===== config.mk =====
export PLATFORM = sky130hd
export DESIGN_NAME = modem_burst_ctrl
export DESIGN_NICKNAME = d
export VERILOG_FILES = /design/src/design/burst_ctrl_pkg.sv /design/src/design/modem_burst_ctrl.sv
export SDC_FILE = /design/constraint.sdc
export NUM_CORES = 2
export LEC_CHECK = 0
export BUFFER_PORTS_ARGS = -buffer_cell sky130_fd_sc_hd__buf_2
export CAP_MARGIN = 15
export CORE_MARGIN = 5
export CORE_UTILIZATION = 45
export DETAILED_ROUTE_END_ITERATION = 10
export PLACE_DENSITY = 0.64
export SLEW_MARGIN = 20
export SYNTH_ARGS = -nofsm -noshare
export SYNTH_HDL_FRONTEND = slang
export SYNTH_SLANG_ARGS = --single-unit

===== constraint.sdc =====
create_clock -name clk -period 2.9 [get_ports clk]
set_input_delay 0.145 -clock clk [delete_from_list [all_inputs] [get_ports clk]]
set_output_delay 0.145 -clock clk [all_outputs]
set_load 0.05 [all_outputs]

===== src/design/burst_ctrl_pkg.sv =====
// Constants, register map and carrier types for the modem burst controller
package burst_ctrl_pkg;
	// Register addresses on the host serial control bus
	localparam logic [6:0][7:0] TX_ADDR = {8'hc7, 8'hc2, 8'hcb, 8'hca, 8'hb7, 8'hb6, 8'hb5};
	localparam logic [6:0][7:0] RX_ADDR = {8'hcc, 8'hc9, 8'hc5, 8'hbb, 8'hba, 8'hb9, 8'hb8};
	localparam logic [7:0] ADDR_RX_CTRL = 8'hc3;
	localparam logic [7:0] ADDR_MODE = 8'hc1;
	localparam logic [7:0] ADDR_STATUS = 8'hc6;
	localparam logic [7:0] ADDR_IRQ_MASK = 8'hce;
	// Serial frame: 8 address bits then 16 data bits
	localparam logic [4:0] ADDR_BITS = 5'h08;
	localparam logic [4:0] FRAME_BITS = 5'h18;
	// Mode and control register fields
	localparam int MODE_TRIG_BIT = 2;
	localparam int MODE_FMT_BIT = 3;
	localparam int MODE_TEST_LSB = 4;
	localparam int MODE_SEQ_BIT = 6;
	localparam int MODE_TRIG_POL_BIT = 7;
	// Rx transfer control field
	localparam int RXC_FLOW_BIT = 8;
	// Low control byte of word 0: counter, unit count, bit/byte selector
	localparam int CTRL_CNT_LSB = 2;
	localparam int CTRL_UNIT_BIT = 7;
	// Status bits
	localparam int ST_PRG = 0;
	localparam int ST_READY = 1;
	localparam int ST_EVENT = 2;
	localparam int ST_CS_BUSY = 3;
	localparam int ST_CS_SYNC = 4;
	localparam int ST_CS_CLEAR = 5;
	localparam int ST_FSYNC = 6;
	localparam int ST_IRQ = 15;
	localparam logic [15:0] STATUS_RESET = 16'h0000;
	localparam logic [15:0] IRQ_MASK_RESET = 16'h0000;
	localparam logic [15:0] RX_CTRL_RESET = 16'h0000;
	// Payload geometry
	localparam int PAYLOAD_BITS = 104;
	localparam logic [6:0] MAX_XFER_BITS = 7'h68;
	localparam logic [6:0] MIN_TIMED_BITS = 7'h08;
	// Timing
	localparam int CLK_PERIOD_NS = 5;
	localparam int CS_PERIOD_NS = 20000;
	localparam int RX_GAP_NS = 1000;
	localparam int CS_PERIOD_CYC = (CS_PERIOD_NS + CLK_PERIOD_NS - 1) / CLK_PERIOD_NS;
	localparam int RX_GAP_CYC = (RX_GAP_NS + CLK_PERIOD_NS - 1) / CLK_PERIOD_NS;
	localparam logic [11:0] CS_PERIOD_LOAD = 12'(CS_PERIOD_CYC);
	localparam logic [7:0] RX_GAP_LOAD = 8'(RX_GAP_CYC);
	localparam logic [7:0] XTAL_TRIG_DIV = 8'h10;
	// Carrier sense averaging window of eight samples
	localparam int CS_WIN_LOG2 = 3;
	localparam logic [7:0] CS_THRESHOLD = 8'h40;
	localparam logic [8:0] PRBS_SEED = 9'h1ff;

	typedef enum logic [1:0] {MODE_IDLE, MODE_RX, MODE_TX, MODE_CS} mode_t;
	typedef enum logic [1:0] {TEST_NONE, TEST_EYE, TEST_PRBS, TEST_PREAMBLE} test_t;
	typedef enum logic [2:0] {S_IDLE, S_RX_SEARCH, S_RX_DATA, S_TX_WAIT, S_CS_WAIT, S_CS_SENSE,
		S_TX_RUN} ctrl_state_t;

	// Host serial bus pins
	typedef struct packed {
		logic csN;
		logic sclk;
		logic sdi;
	} host_bus_in_t;

	// Feed from the demodulator
	typedef struct packed {
		logic bitValid;
		logic bitVal;
		logic syncFound;
		logic filtValid;
		logic [7:0] filtSample;
		logic rssiValid;
		logic [7:0] rssi;
	} rx_feed_t;

	// Feed to the modulator and transmit hardware
	typedef struct packed {
		logic bitValid;
		logic bitVal;
		logic rampOn;
		logic gpioOn;
	} tx_out_t;
endpackage


===== src/design/modem_burst_ctrl.sv =====
// Burst control, payload transfer and host registers of the packet modem
`timescale 1ns/1ps

module modem_burst_ctrl
(
	input wire logic clk, // 200 MHz clock
	input wire logic reset_n, // Synchronous reset
	input wire burst_ctrl_pkg::host_bus_in_t hostIn, // Host serial bus pins
	output logic hostReplyData, // Serial read data
	output logic interruptRequestLineN, // Interrupt request
	input wire logic txTriggerPin, // External transmit trigger
	input wire burst_ctrl_pkg::rx_feed_t rxFeed, // Demodulator feed
	input wire logic modBitReq, // Modulator wants a bit
	output burst_ctrl_pkg::tx_out_t txOut, // Modulator feed
	output logic [7:0] modulatorOutputA, // First modulator output
	output logic modulatorOutputB // Second modulator output
);
	import burst_ctrl_pkg::*;

	typedef struct packed {
		logic [1:0] csS;
		logic [1:0] sclkS;
		logic [1:0] sdiS;
		logic [1:0] trigS;
		logic sclkPrev;
		logic [4:0] bitCnt;
		logic [7:0] addr;
		logic [15:0] shiftIn;
		logic [15:0] replyShift;
		logic replyOut;
		logic [6:0][15:0] txWords;
		logic [6:0][15:0] rxWords;
		logic [15:0] rxCtrl;
		logic [15:0] modeCtrl;
		logic [15:0] irqMask;
		logic [15:0] status;
		logic interrupt_request_line;
		ctrl_state_t st;
		logic [1:0] txTc;
		logic [103:0] txPend;
		logic [6:0] txPendBits;
		logic txPendValid;
		logic [103:0] txShift;
		logic [6:0] txLeft;
		logic [8:0] lfsr;
		logic preambleBit;
		tx_out_t tx;
		logic [103:0] asmData;
		logic [6:0] asmCnt;
		logic [6:0] xferBits;
		logic [5:0] rxUnitCtrl;
		logic [1:0][109:0] fifoData;
		logic fifoWr;
		logic fifoRd;
		logic [1:0] fifoCnt;
		logic [1:0] rxTc;
		logic [1:0] hostTc;
		logic credit;
		logic [7:0] gapCnt;
		logic [7:0][7:0] rssiWin;
		logic [10:0] rssiSum;
		logic [11:0] csTimer;
		logic [7:0] modA;
		logic modB;
		logic [7:0] xtalDiv;
	} state_t;

	state_t r;
	state_t n;

	// Bits carried by a transfer described by a control byte
	function automatic logic [6:0] sizeOf(input logic [7:0] ctrl);
		logic [6:0] cnt;
		logic [6:0] bits;
		cnt = {2'b00, ctrl[CTRL_CNT_LSB +: 5]};
		bits = ctrl[CTRL_UNIT_BIT] ? 7'(cnt << 3) : cnt;
		if (bits > MAX_XFER_BITS)
			bits = MAX_XFER_BITS;
		return bits;
	endfunction

	// Data bits 0-103 of a seven-word block
	function automatic logic [103:0] packBlock(input logic [6:0][15:0] w);
		return {w[6], w[5], w[4], w[3], w[2], w[1], w[0][15:8]};
	endfunction

	// Carrier sense period entry values
	function automatic logic [11:0] csStart();
		return CS_PERIOD_LOAD;
	endfunction

	logic sclkRise;
	logic sclkFall;
	logic [7:0] addrNow;
	logic [15:0] wrData;
	logic doWrite;
	logic clearFlags;
	logic [15:0] setBits;
	logic [15:0] readVal;
	logic flowOn;
	logic trigHit;
	logic modeChange;
	mode_t newMode;
	logic push;
	logic pop;
	logic [109:0] popEntry;
	logic [6:0] nextCnt;
	logic [10:0] avg;

	always_comb
	begin
		n = r;
		setBits = '0;
		doWrite = 1'b0;
		clearFlags = 1'b0;
		addrNow = {r.addr[6:0], r.sdiS[1]};
		wrData = {r.shiftIn[14:0], r.sdiS[1]};
		readVal = '0;
		push = 1'b0;
		pop = 1'b0;
		popEntry = r.fifoData[r.fifoRd];
		nextCnt = r.asmCnt + 7'h01;
		avg = r.rssiSum >> CS_WIN_LOG2;
		flowOn = r.rxCtrl[RXC_FLOW_BIT];
		trigHit = r.trigS[1] == r.modeCtrl[MODE_TRIG_POL_BIT];
		// Input synchronisers
		n.csS = {r.csS[0], hostIn.csN};
		n.sclkS = {r.sclkS[0], hostIn.sclk};
		n.sdiS = {r.sdiS[0], hostIn.sdi};
		n.trigS = {r.trigS[0], txTriggerPin};
		n.sclkPrev = r.sclkS[1];
		sclkRise = r.sclkS[1] & ~r.sclkPrev;
		sclkFall = ~r.sclkS[1] & r.sclkPrev;
		n.tx.bitValid = 1'b0;

		// Serial frame: address, then data in or out
		if (r.csS[1])
			n.bitCnt = '0;
		else if (sclkRise)
		begin
			if (r.bitCnt < ADDR_BITS)
				n.addr = addrNow;
			else
				n.shiftIn = wrData;
			if (r.bitCnt == ADDR_BITS - 5'h01)
			begin
				for (int k = 0; k < 7; k++)
					if (addrNow == RX_ADDR[k])
						readVal = r.rxWords[k];
				if (addrNow == ADDR_STATUS)
				begin
					readVal = r.status;
					readVal[ST_IRQ] = ~r.interrupt_request_line;
					clearFlags = 1'b1;
				end
				n.replyShift = readVal;
			end
			if (r.bitCnt == FRAME_BITS - 5'h01)
				doWrite = 1'b1;
			if (r.bitCnt != FRAME_BITS)
				n.bitCnt = r.bitCnt + 5'h01;
		end
		if (sclkFall && !r.csS[1] && r.bitCnt >= ADDR_BITS)
		begin
			n.replyOut = r.replyShift[15];
			n.replyShift = {r.replyShift[14:0], 1'b0};
		end

		// Register writes
		if (doWrite)
		begin
			for (int k = 0; k < 7; k++)
				if (r.addr == TX_ADDR[k])
					n.txWords[k] = wrData;
			if (r.addr == TX_ADDR[0] && wrData[1:0] != r.txTc)
			begin
				if (wrData[1:0] == r.txTc + 2'h1 && !r.txPendValid)
				begin
					n.txTc = wrData[1:0];
					n.txPend = packBlock({r.txWords[6:1], wrData});
					n.txPendBits = sizeOf(wrData[7:0]);
					n.txPendValid = 1'b1;
				end
				else
					setBits[ST_EVENT] = 1'b1;
			end
			if (r.addr == ADDR_RX_CTRL)
			begin
				n.rxCtrl = wrData;
				// Counter advance only counts when flow control is on
				if (wrData[RXC_FLOW_BIT] && wrData[1:0] == r.hostTc + 2'h1)
				begin
					n.hostTc = wrData[1:0];
					n.credit = 1'b1;
					n.xferBits = sizeOf(wrData[7:0]);
					n.rxUnitCtrl = wrData[7:2];
				end
			end
			if (r.addr == ADDR_MODE)
				n.modeCtrl = wrData;
			if (r.addr == ADDR_IRQ_MASK)
				n.irqMask = wrData;
		end

		// Burst start on any mode change
		newMode = mode_t'(n.modeCtrl[1:0]);
		modeChange = n.modeCtrl[1:0] != r.modeCtrl[1:0];
		if (modeChange)
		begin
			// Size latched at burst start, reloaded by each flow credit; timed transfers never under eight bits
			n.xferBits = sizeOf(n.rxCtrl[7:0]);
			if (!n.rxCtrl[RXC_FLOW_BIT] && n.xferBits < MIN_TIMED_BITS)
				n.xferBits = MIN_TIMED_BITS;
			n.rxUnitCtrl = n.rxCtrl[7:2];
			n.rxTc = '0;
			n.hostTc = '0;
			n.credit = 1'b0;
			n.fifoCnt = '0;
			n.asmCnt = '0;
			if (newMode == MODE_IDLE)
			begin
				n.txTc = '0;
				n.txPendValid = 1'b0;
			end
			unique case (newMode)
				MODE_IDLE: n.st = S_IDLE;
				MODE_RX: n.st = S_RX_SEARCH;
				MODE_TX: n.st = n.modeCtrl[MODE_TRIG_BIT] ? S_TX_WAIT : S_TX_RUN;
				MODE_CS: n.st = n.modeCtrl[MODE_TRIG_BIT] ? S_CS_WAIT : S_CS_SENSE;
			endcase
			n.csTimer = csStart();
			n.rssiWin = '0;
			n.rssiSum = '0;
		end
		else
		begin
			unique case (r.st)
				S_IDLE: ;
				S_RX_SEARCH:
					if (rxFeed.syncFound)
					begin
						n.st = S_RX_DATA;
						setBits[ST_FSYNC] = 1'b1;
					end
				S_RX_DATA: ;
				S_TX_WAIT:
					if (trigHit)
						n.st = S_TX_RUN;
				S_CS_WAIT:
					// Receiving while waiting; no sensing before the trigger
					if (rxFeed.syncFound)
					begin
						n.st = S_RX_DATA;
						n.modeCtrl[1:0] = MODE_RX;
						setBits[ST_CS_SYNC] = 1'b1;
						setBits[ST_FSYNC] = 1'b1;
					end
					else if (trigHit)
					begin
						n.st = S_CS_SENSE;
						n.csTimer = csStart();
						n.rssiWin = '0;
						n.rssiSum = '0;
					end
				S_CS_SENSE:
				begin
					// Moving window over the signal strength samples
					if (rxFeed.rssiValid)
					begin
						n.rssiWin = {r.rssiWin[6:0], rxFeed.rssi};
						n.rssiSum = r.rssiSum + {3'h0, rxFeed.rssi} - {3'h0, r.rssiWin[7]};
					end
					if (rxFeed.syncFound)
					begin
						n.st = S_RX_DATA;
						n.modeCtrl[1:0] = MODE_RX;
						n.txPendValid = 1'b0;
						setBits[ST_CS_SYNC] = 1'b1;
						setBits[ST_FSYNC] = 1'b1;
					end
					else if (avg > {3'h0, CS_THRESHOLD})
					begin
						n.st = S_RX_SEARCH;
						n.modeCtrl[1:0] = MODE_RX;
						n.txPendValid = 1'b0;
						setBits[ST_CS_BUSY] = 1'b1;
					end
					else if (r.csTimer == 12'h001)
					begin
						n.st = S_TX_RUN;
						setBits[ST_CS_CLEAR] = 1'b1;
					end
					else
						n.csTimer = r.csTimer - 12'h001;
				end
				S_TX_RUN: ;
			endcase
		end

		// Assemble received bits into transfer blocks
		if (r.st == S_RX_DATA && !modeChange && rxFeed.bitValid)
		begin
			n.asmData[r.asmCnt] = rxFeed.bitVal;
			n.asmCnt = nextCnt;
			if (nextCnt >= r.xferBits)
			begin
				n.asmCnt = '0;
				if (r.fifoCnt != 2'h2)
					push = 1'b1;
				else
					setBits[ST_EVENT] = 1'b1;
			end
		end

		// Release a buffered block into the rx words
		if (r.fifoCnt != 2'h0 && !modeChange)
		begin
			if (flowOn ? r.credit : r.gapCnt == 8'h00)
				pop = 1'b1;
		end
		if (r.gapCnt != 8'h00)
			n.gapCnt = r.gapCnt - 8'h01;
		if (pop)
		begin
			n.rxTc = r.rxTc + 2'h1;
			n.rxWords[0] = {popEntry[7:0], popEntry[109:104], r.rxTc + 2'h1};
			for (int k = 1; k < 7; k++)
				n.rxWords[k] = popEntry[8 + 16 * (k - 1) +: 16];
			n.fifoRd = ~r.fifoRd;
			n.credit = 1'b0;
			n.gapCnt = RX_GAP_LOAD;
			setBits[ST_READY] = 1'b1;
		end
		if (push)
		begin
			n.fifoData[r.fifoWr] = {r.rxUnitCtrl, n.asmData};
			n.fifoWr = ~r.fifoWr;
		end
		if (!modeChange)
			n.fifoCnt = r.fifoCnt + {1'b0, push} - {1'b0, pop};

		// Transmit serialiser and test patterns
		if (r.st == S_TX_RUN && !modeChange && r.txLeft == 7'h00 && r.txPendValid)
		begin
			n.txShift = r.txPend;
			n.txLeft = r.txPendBits;
			n.txPendValid = 1'b0;
			setBits[ST_READY] = 1'b1;
		end
		if (r.st == S_TX_RUN && modBitReq)
		begin
			unique case (test_t'(r.modeCtrl[MODE_TEST_LSB +: 2]))
				TEST_PRBS:
				begin
					n.tx.bitVal = r.lfsr[8];
					n.tx.bitValid = 1'b1;
					n.lfsr = {r.lfsr[7:0], r.lfsr[8] ^ r.lfsr[4]};
				end
				TEST_PREAMBLE:
				begin
					n.tx.bitVal = r.preambleBit;
					n.tx.bitValid = 1'b1;
					n.preambleBit = ~r.preambleBit;
				end
				TEST_NONE, TEST_EYE:
					if (r.txLeft != 7'h00)
					begin
						n.tx.bitVal = r.txShift[0];
						n.tx.bitValid = 1'b1;
						n.txShift = r.txShift >> 1;
						n.txLeft = r.txLeft - 7'h01;
					end
			endcase
		end
		if (r.st != S_TX_RUN)
			n.txLeft = '0;
		// Ramp and GPIO events bracket the modulation when enabled
		n.tx.rampOn = n.st == S_TX_RUN && n.modeCtrl[MODE_SEQ_BIT];
		n.tx.gpioOn = n.st == S_TX_RUN && n.modeCtrl[MODE_SEQ_BIT];

		// Eye test outputs
		n.xtalDiv = r.xtalDiv + 8'h01;
		if (r.xtalDiv == XTAL_TRIG_DIV - 8'h01)
			n.xtalDiv = '0;
		if (test_t'(r.modeCtrl[MODE_TEST_LSB +: 2]) == TEST_EYE && r.st != S_TX_RUN)
		begin
			if (rxFeed.filtValid)
				n.modA = rxFeed.filtSample;
			n.modB = r.xtalDiv == 8'h00;
		end
		else
		begin
			n.modA = {8{r.tx.bitVal}};
			n.modB = 1'b0;
		end

		// Status flags: a set in the clearing cycle wins
		if (clearFlags)
			n.status = r.status & (16'h0001 << ST_PRG);
		n.status = n.status | setBits;
		n.status[ST_PRG] = n.st == S_IDLE;
		n.status[ST_IRQ] = 1'b0;
		n.interrupt_request_line = ~((|(n.status[14:0] & n.irqMask[14:0])) & n.irqMask[ST_IRQ]);
	end

	// State register
	always_ff @(posedge clk)
	begin
		if (!reset_n)
		begin
			r <= '0;
			r.csS <= 2'h3;
			r.sclkPrev <= 1'b0;
			r.rxCtrl <= RX_CTRL_RESET;
			r.irqMask <= IRQ_MASK_RESET;
			r.status <= STATUS_RESET;
			r.interrupt_request_line <= 1'b1;
			r.st <= S_IDLE;
			r.lfsr <= PRBS_SEED;
			r.xferBits <= MIN_TIMED_BITS;
		end
		else
			r <= n;
	end

	// Outputs straight from the state register
	assign hostReplyData = r.replyOut;
	assign interruptRequestLineN = r.interrupt_request_line;
	assign txOut = r.tx;
	assign modulatorOutputA = r.modA;
	assign modulatorOutputB = r.modB;
endmodule


-- After elaboration in Yosys (flattened, before gate mapping)
Index checks and enable logic that the tools add are counted.
- register bits after elaboration: 1025
- bits in latches: 0
- RAM bits: 0
- ROM bits: 0
- memories kept: 0
- add/sub/neg operators: 13
- multipliers: 0
- div/mod/pow operators: 0
- order comparisons: 12
- eq/ne operators: 57
- shifts and indexed selects: 0
- mux-type cells: 122
- bitwise operators: 16
- reduce and logical (&&, ||, !) cells: 76
- operator list (operator ; count):
    111-bit two-way mux ; 4
    114-bit two-way mux ; 3
    110-bit two-way mux ; 3
    220-bit bitwise mux ; 1
    16-bit two-way mux ; 13
    87-bit two-way mux ; 2
    87-bit case mux with 2 select lines ; 1
    8-bit equality test (second input constant) ; 18
    123-bit two-way mux ; 1
    110-bit demux with 1-bit select ; 1
    104-bit bitwise mux ; 1
    75-bit two-way mux ; 1
    7-bit two-way mux ; 8
    12-bit two-way mux ; 4
    41-bit two-way mux ; 1
    1-bit two-way mux ; 39
    13-bit two-way mux ; 3
    3-bit two-way mux ; 12
    2-bit AND reduction ; 14
    9-bit two-way mux ; 3
    8-bit two-way mux ; 3
    3-bit case mux with 4 select lines ; 2
    3-bit AND reduction ; 7
    20-bit two-way mux ; 1
    64 further kinds ; 150

-- Logic depth before layout (Yosys ltp)
- depth in word-level cells: 16
- mapped depth: 16
- gate-level depth less buffers: 14

-- Least setup slack after synthesis
OpenSTA, ideal clock, no wires.
- path type: flip-flop to flip-flop
- from: register r[359] in the netlist's numbering
- to: register r[118] in the netlist's numbering
- library setup time: 0.128 ns
- data arrival time: 2.874 ns
- required time: 2.772 ns
- setup slack: -0.102 ns
- cell stages (with the launch flop): 16
- cells stage by stage: dfxtp_1 clkbuf_1 clkbuf_1 nand3_1 nor2_1 xor2_1 ha_1 nand2_1 o21a_1 or3_1 ha_1 inv_1 ha_1 xor2_1 xnor2_1 nor2_1
- word-level cells in the longest chain between the ends: 7
- ends and longest elaborated chain (element ; RTL line ; text):
    from (decl) ; modem_burst_ctrl.sv:68 ; state_t r;
    from (signal assigned) ; modem_burst_ctrl.sv:423 ; r <= n;
    7-bit by 1-bit adder with 7-bit output ; modem_burst_ctrl.sv:122 ; nextCnt = r.asmCnt + 7'h01;
    7-bit greater-or-equal comparator ; modem_burst_ctrl.sv:305 ; if (nextCnt >= r.xferBits)
    1-bit two-way mux ; modem_burst_ctrl.sv:305 ;
    1-bit two-way mux ; modem_burst_ctrl.sv:301 ; if (r.st == S_RX_DATA && !modeChange && rxFeed.bitValid)
    2-bit by 1-bit adder with 2-bit output ; modem_burst_ctrl.sv:340 ; n.fifoCnt = r.fifoCnt + {1'b0, push} - {1'b0, pop};
    2-bit by 1-bit subtractor with 2-bit output ; modem_burst_ctrl.sv:340 ;
    2-bit two-way mux ; modem_burst_ctrl.sv:339 ; if (!modeChange)
No other way between the ends.
A chain may end at the register's enable or synchronous reset.

-- Worst setup path after layout
- from: register r[354] in the netlist's numbering
- to: register r[118] in the netlist's numbering
The elaborated chain is that of the path after synthesis.

==> results.sh <==
export IMPL_root_buffer="clkbuf_16"
export IMPL_critPathLaunchType="flop"
export IMPL_syn_area_per_cell_sq_um=8.72
export IMPL_dieArea_sq_um=96800
export IMPL_wl_per_cell_microns=17.5
export IMPL_cp_max_fo=12
export IMPL_worstSetupPathType="reg -> reg"
export IMPL_start_util=0.453
export IMPL_cp_endpoint="r[118]"
export IMPL_max_freq_ghz=0.362
export IMPL_synth_edf_count=0
export IMPL_cts_clk_slew_worst_paths_ns=0.06
export IMPL_num_io_pins=43
export IMPL_insertedDiodeCount=0
export IMPL_ys_ff_latch=1013
export IMPL_critPathRequiredTime_ns=3.46
export IMPL_overflow=0
export IMPL_grt_max_degree=108
export IMPL_seqPwrFrac=0.490
export IMPL_placed_cells=5679
export IMPL_synthTopCellsByCount="dfxtp_1, nor2_1, nand2_1"
export IMPL_hold_viol=0
export IMPL_p_clk_frac=0.482
export IMPL_drc=0
export IMPL_p_sw_frac=0.215
export IMPL_finalClockSkew_ns=0.0207
export IMPL_synth_top_cell_by_area="dfxtp_1"
export IMPL_viasPerCell=5.45
export IMPL_rr_startpoint="r[354]"
export IMPL_fp_coreArea_sq_um=90000
export IMPL_syn_num_nets=4746
export IMPL_grt_antenna_before_repair=0
export IMPL_end_kind="flop"
export IMPL_first_global_vias=29800
export IMPL_antenna_left=0
export IMPL_instances_no_fill=5925
export IMPL_firstDrtPassIters=5
export IMPL_reg2reg_slack_ns=0.14
export IMPL_ys_seq_area_frac=0.497
export IMPL_cts_tree="built"
export IMPL_hold_path_class="in -> reg"
export IMPL_h_tree_depth=3
export IMPL_peakVddDrop_v=0.000568
export IMPL_synth_top_area_frac=0.497
export IMPL_row_count=110
export IMPL_dr_first_iter_drc_count=2468
export IMPL_dp_hpwl_mm=61.2
export IMPL_startpoint="r[354]"
export IMPL_multi_input_area_sq_um=18800
export IMPL_powerDensity_nw_per_um2=605
export IMPL_cts_sinks=1013
export IMPL_holdCritStartpoint="reset_n"
export IMPL_outcome="complete, no violations"
export IMPL_area_growth_syn_to_layout_pct=15.9
export IMPL_async_flop_share=0
export IMPL_dpl_cell_area_sq_um=42800
export IMPL_grt_pass1_wl_mm=163
export IMPL_synthesis_area_sq_um=40800
export IMPL_synthCells=4679
export IMPL_internal_power_mw=22.4
export IMPL_power_leakage_nw=16.2
export IMPL_reg2reg_to="r[118]"
export IMPL_grt_usage=0.201
export IMPL_synth_cell_types=83
export IMPL_io_buffers=42
export IMPL_fin_ws_ns=0.138
export IMPL_period_needed_ns=2.76
export IMPL_die_x_microns=311
export IMPL_finalMaxSlewViolations=0
export IMPL_drv_cap=0
export IMPL_r2r_worst_path_cells=14
export IMPL_synth_most_common_cell="dfxtp_1"
export IMPL_place_ws_ns=-0.0735
export IMPL_clkLatencyLatePin_ns=0.69
export IMPL_totalWireLength_mm=103
export IMPL_cp_arrival_ns=3.33
export IMPL_fin_crit_sh=0.952
export IMPL_place_gp_congestion=0.851
export IMPL_regArea_sq_um=20300
export IMPL_vias=32300
export IMPL_die_y_microns=311
export IMPL_yosys_top_cells_area="dfxtp_1, nor2_1, nand2_1, mux2i_1, a211oi_1"
export IMPL_clk_path_buf_depth=3
export IMPL_setup_viol=0
export IMPL_relSlewSlack=0.262
export IMPL_worstMarginPinSlew_ns=1.10
export IMPL_fillCellCount=8259
export IMPL_cts_inserted_buffers=107
export IMPL_drive_above_1_share=0.111
export IMPL_nets=4724
export IMPL_yosys_warnings=0
export IMPL_stdcell_area_sq_um=47300
export IMPL_synth_ff_type="dfxtp_1"
export IMPL_p_comb_frac=0.028
export IMPL_switching_power_mw=6.16
[placed cells by master (no fill, tap or decap), drive strengths merged, types with 6 or more instances in the layout]
cell / synthesis / final
dfxtp: 1013 / 1013
nor2: 819 / 819
nand2: 781 / 781
a211oi: 335 / 335
a21oi: 292 / 292
mux2i: 280 / 280
buf: 124 / 226
clkbuf: 270 / 176
a311oi: 106 / 106
a22oi: 98 / 98
inv: 75 / 75
nand3: 54 / 54
nor3: 38 / 38
ha: 31 / 31
dlygate4sd3: 0 / 30
and2: 27 / 27
clkinv: 0 / 27
o21ai: 24 / 24
nand2b: 22 / 22
xor2: 21 / 21
xnor2: 21 / 21
nor2b: 19 / 19
a221oi: 18 / 18
mux4: 16 / 16
a222oi: 16 / 16
and3: 15 / 15
nor4: 14 / 14
or3: 13 / 13
nand4: 11 / 11
nor3b: 11 / 11
a31oi: 8 / 8
fa: 8 / 8
a21o: 7 / 7
nand3b: 6 / 6
nor4bb: 6 / 6
or2: 6 / 6
[state kept, by name, indices dropped and copies added, names as in the netlist]
signal	flops
avg	8
txOut	3
modulatorOutputB	1
n	5
interruptRequestLineN	1
addrNow	8
flowOn	1
modulatorOutputA	8
r	977
hostReplyData	1
[power groups by stage]
stage / sequential (mW) / clock, mW / combinational, mW
floorplan: 14.3 / 0 / 0.540
global placement: 14.3 / 0 / 0.748
detailed placement: 14.3 / 0 / 0.756
CTS: 14.0 / 14.1 / 0.794
global route: 14.0 / 14.7 / 0.886
finish: 14.0 / 13.8 / 0.804
[layout make-up]
| type | count | share of cell area |
|---|---|---|
| clock inverter | 32 | 0.00627 |
| inverter | 75 | 0.00622 |
| tap | 1176 | 0.0311 |
| clock buffer | 169 | 0.0707 |
| multi-input combinational | 3197 | 0.398 |
| sequential | 1013 | 0.429 |
| timing repair buffer | 263 | 0.0581 |
[logic make-up after synthesis]
kind of cell	synth area share
buf+inv	0.0491
mux	0.0783
flops	0.497
xor+xnor	0.00901
compound gates	0.162
fa+ha+maj	0.0134
simple gates	0.191
[metal layers]
layer,share of wire,global-route usage
met5,0,0
met4,0.025,0.0602
met2,0.46,0.326
met1,0.47,0.282
met3,0.046,0.0277
[worst max-delay path: stages (launching register included)]
cell	delay, ns
dfxtp_2	0.36
buf_6	0.15
nand3_2	0.12
nor2_1	0.15
xor2_1	0.26
ha_1	0.17
nand2_1	0.06
o21a_1	0.20
or3_4	0.39
ha_4	0.27
inv_2	0.03
ha_2	0.16
xor2_1	0.17
xnor2_1	0.13
nor2_1	0.05
[metrics by stage]
stage               TNS (ns)  power [mW]  hold WS [ns]   util
finish                     0        28.6        0.0550  0.525
global route         -0.0219        29.6         0.104  0.525
CTS                        0        28.9        0.0458  0.519
detailed placement   -0.0829        15.1         0.364  0.476
global placement     -0.0276        15.1         0.366  0.476
floorplan                  0        14.8         0.246      -
[worst min path at each step]
stage                         end  slack [ns]  cells after the start
after floorplan           n[1050]        0.25                      1
after global routing       r[713]        0.10                      3
final                      r[729]        0.05                      3
after CTS                  r[345]        0.05                      3
after detailed placement  n[1046]        0.36                      2
after global placement    n[1046]        0.37                      2
[timing repair]
| item | 4_1_cts | 5_1_grt |
|---|---|---|
| cloned | 0 | 7 |
| hold buffers | 30 | 0 |
| gates resized for setup | 3 | 57 |
| hold endpoints to repair | 26 | 0 |
| setup endpoints to repair | 3 | 225 |
| setup buffers | 0 | 8 |
| pin swaps | 0 | 17 |
No activity file was read; power rests on OpenSTA's default activity.
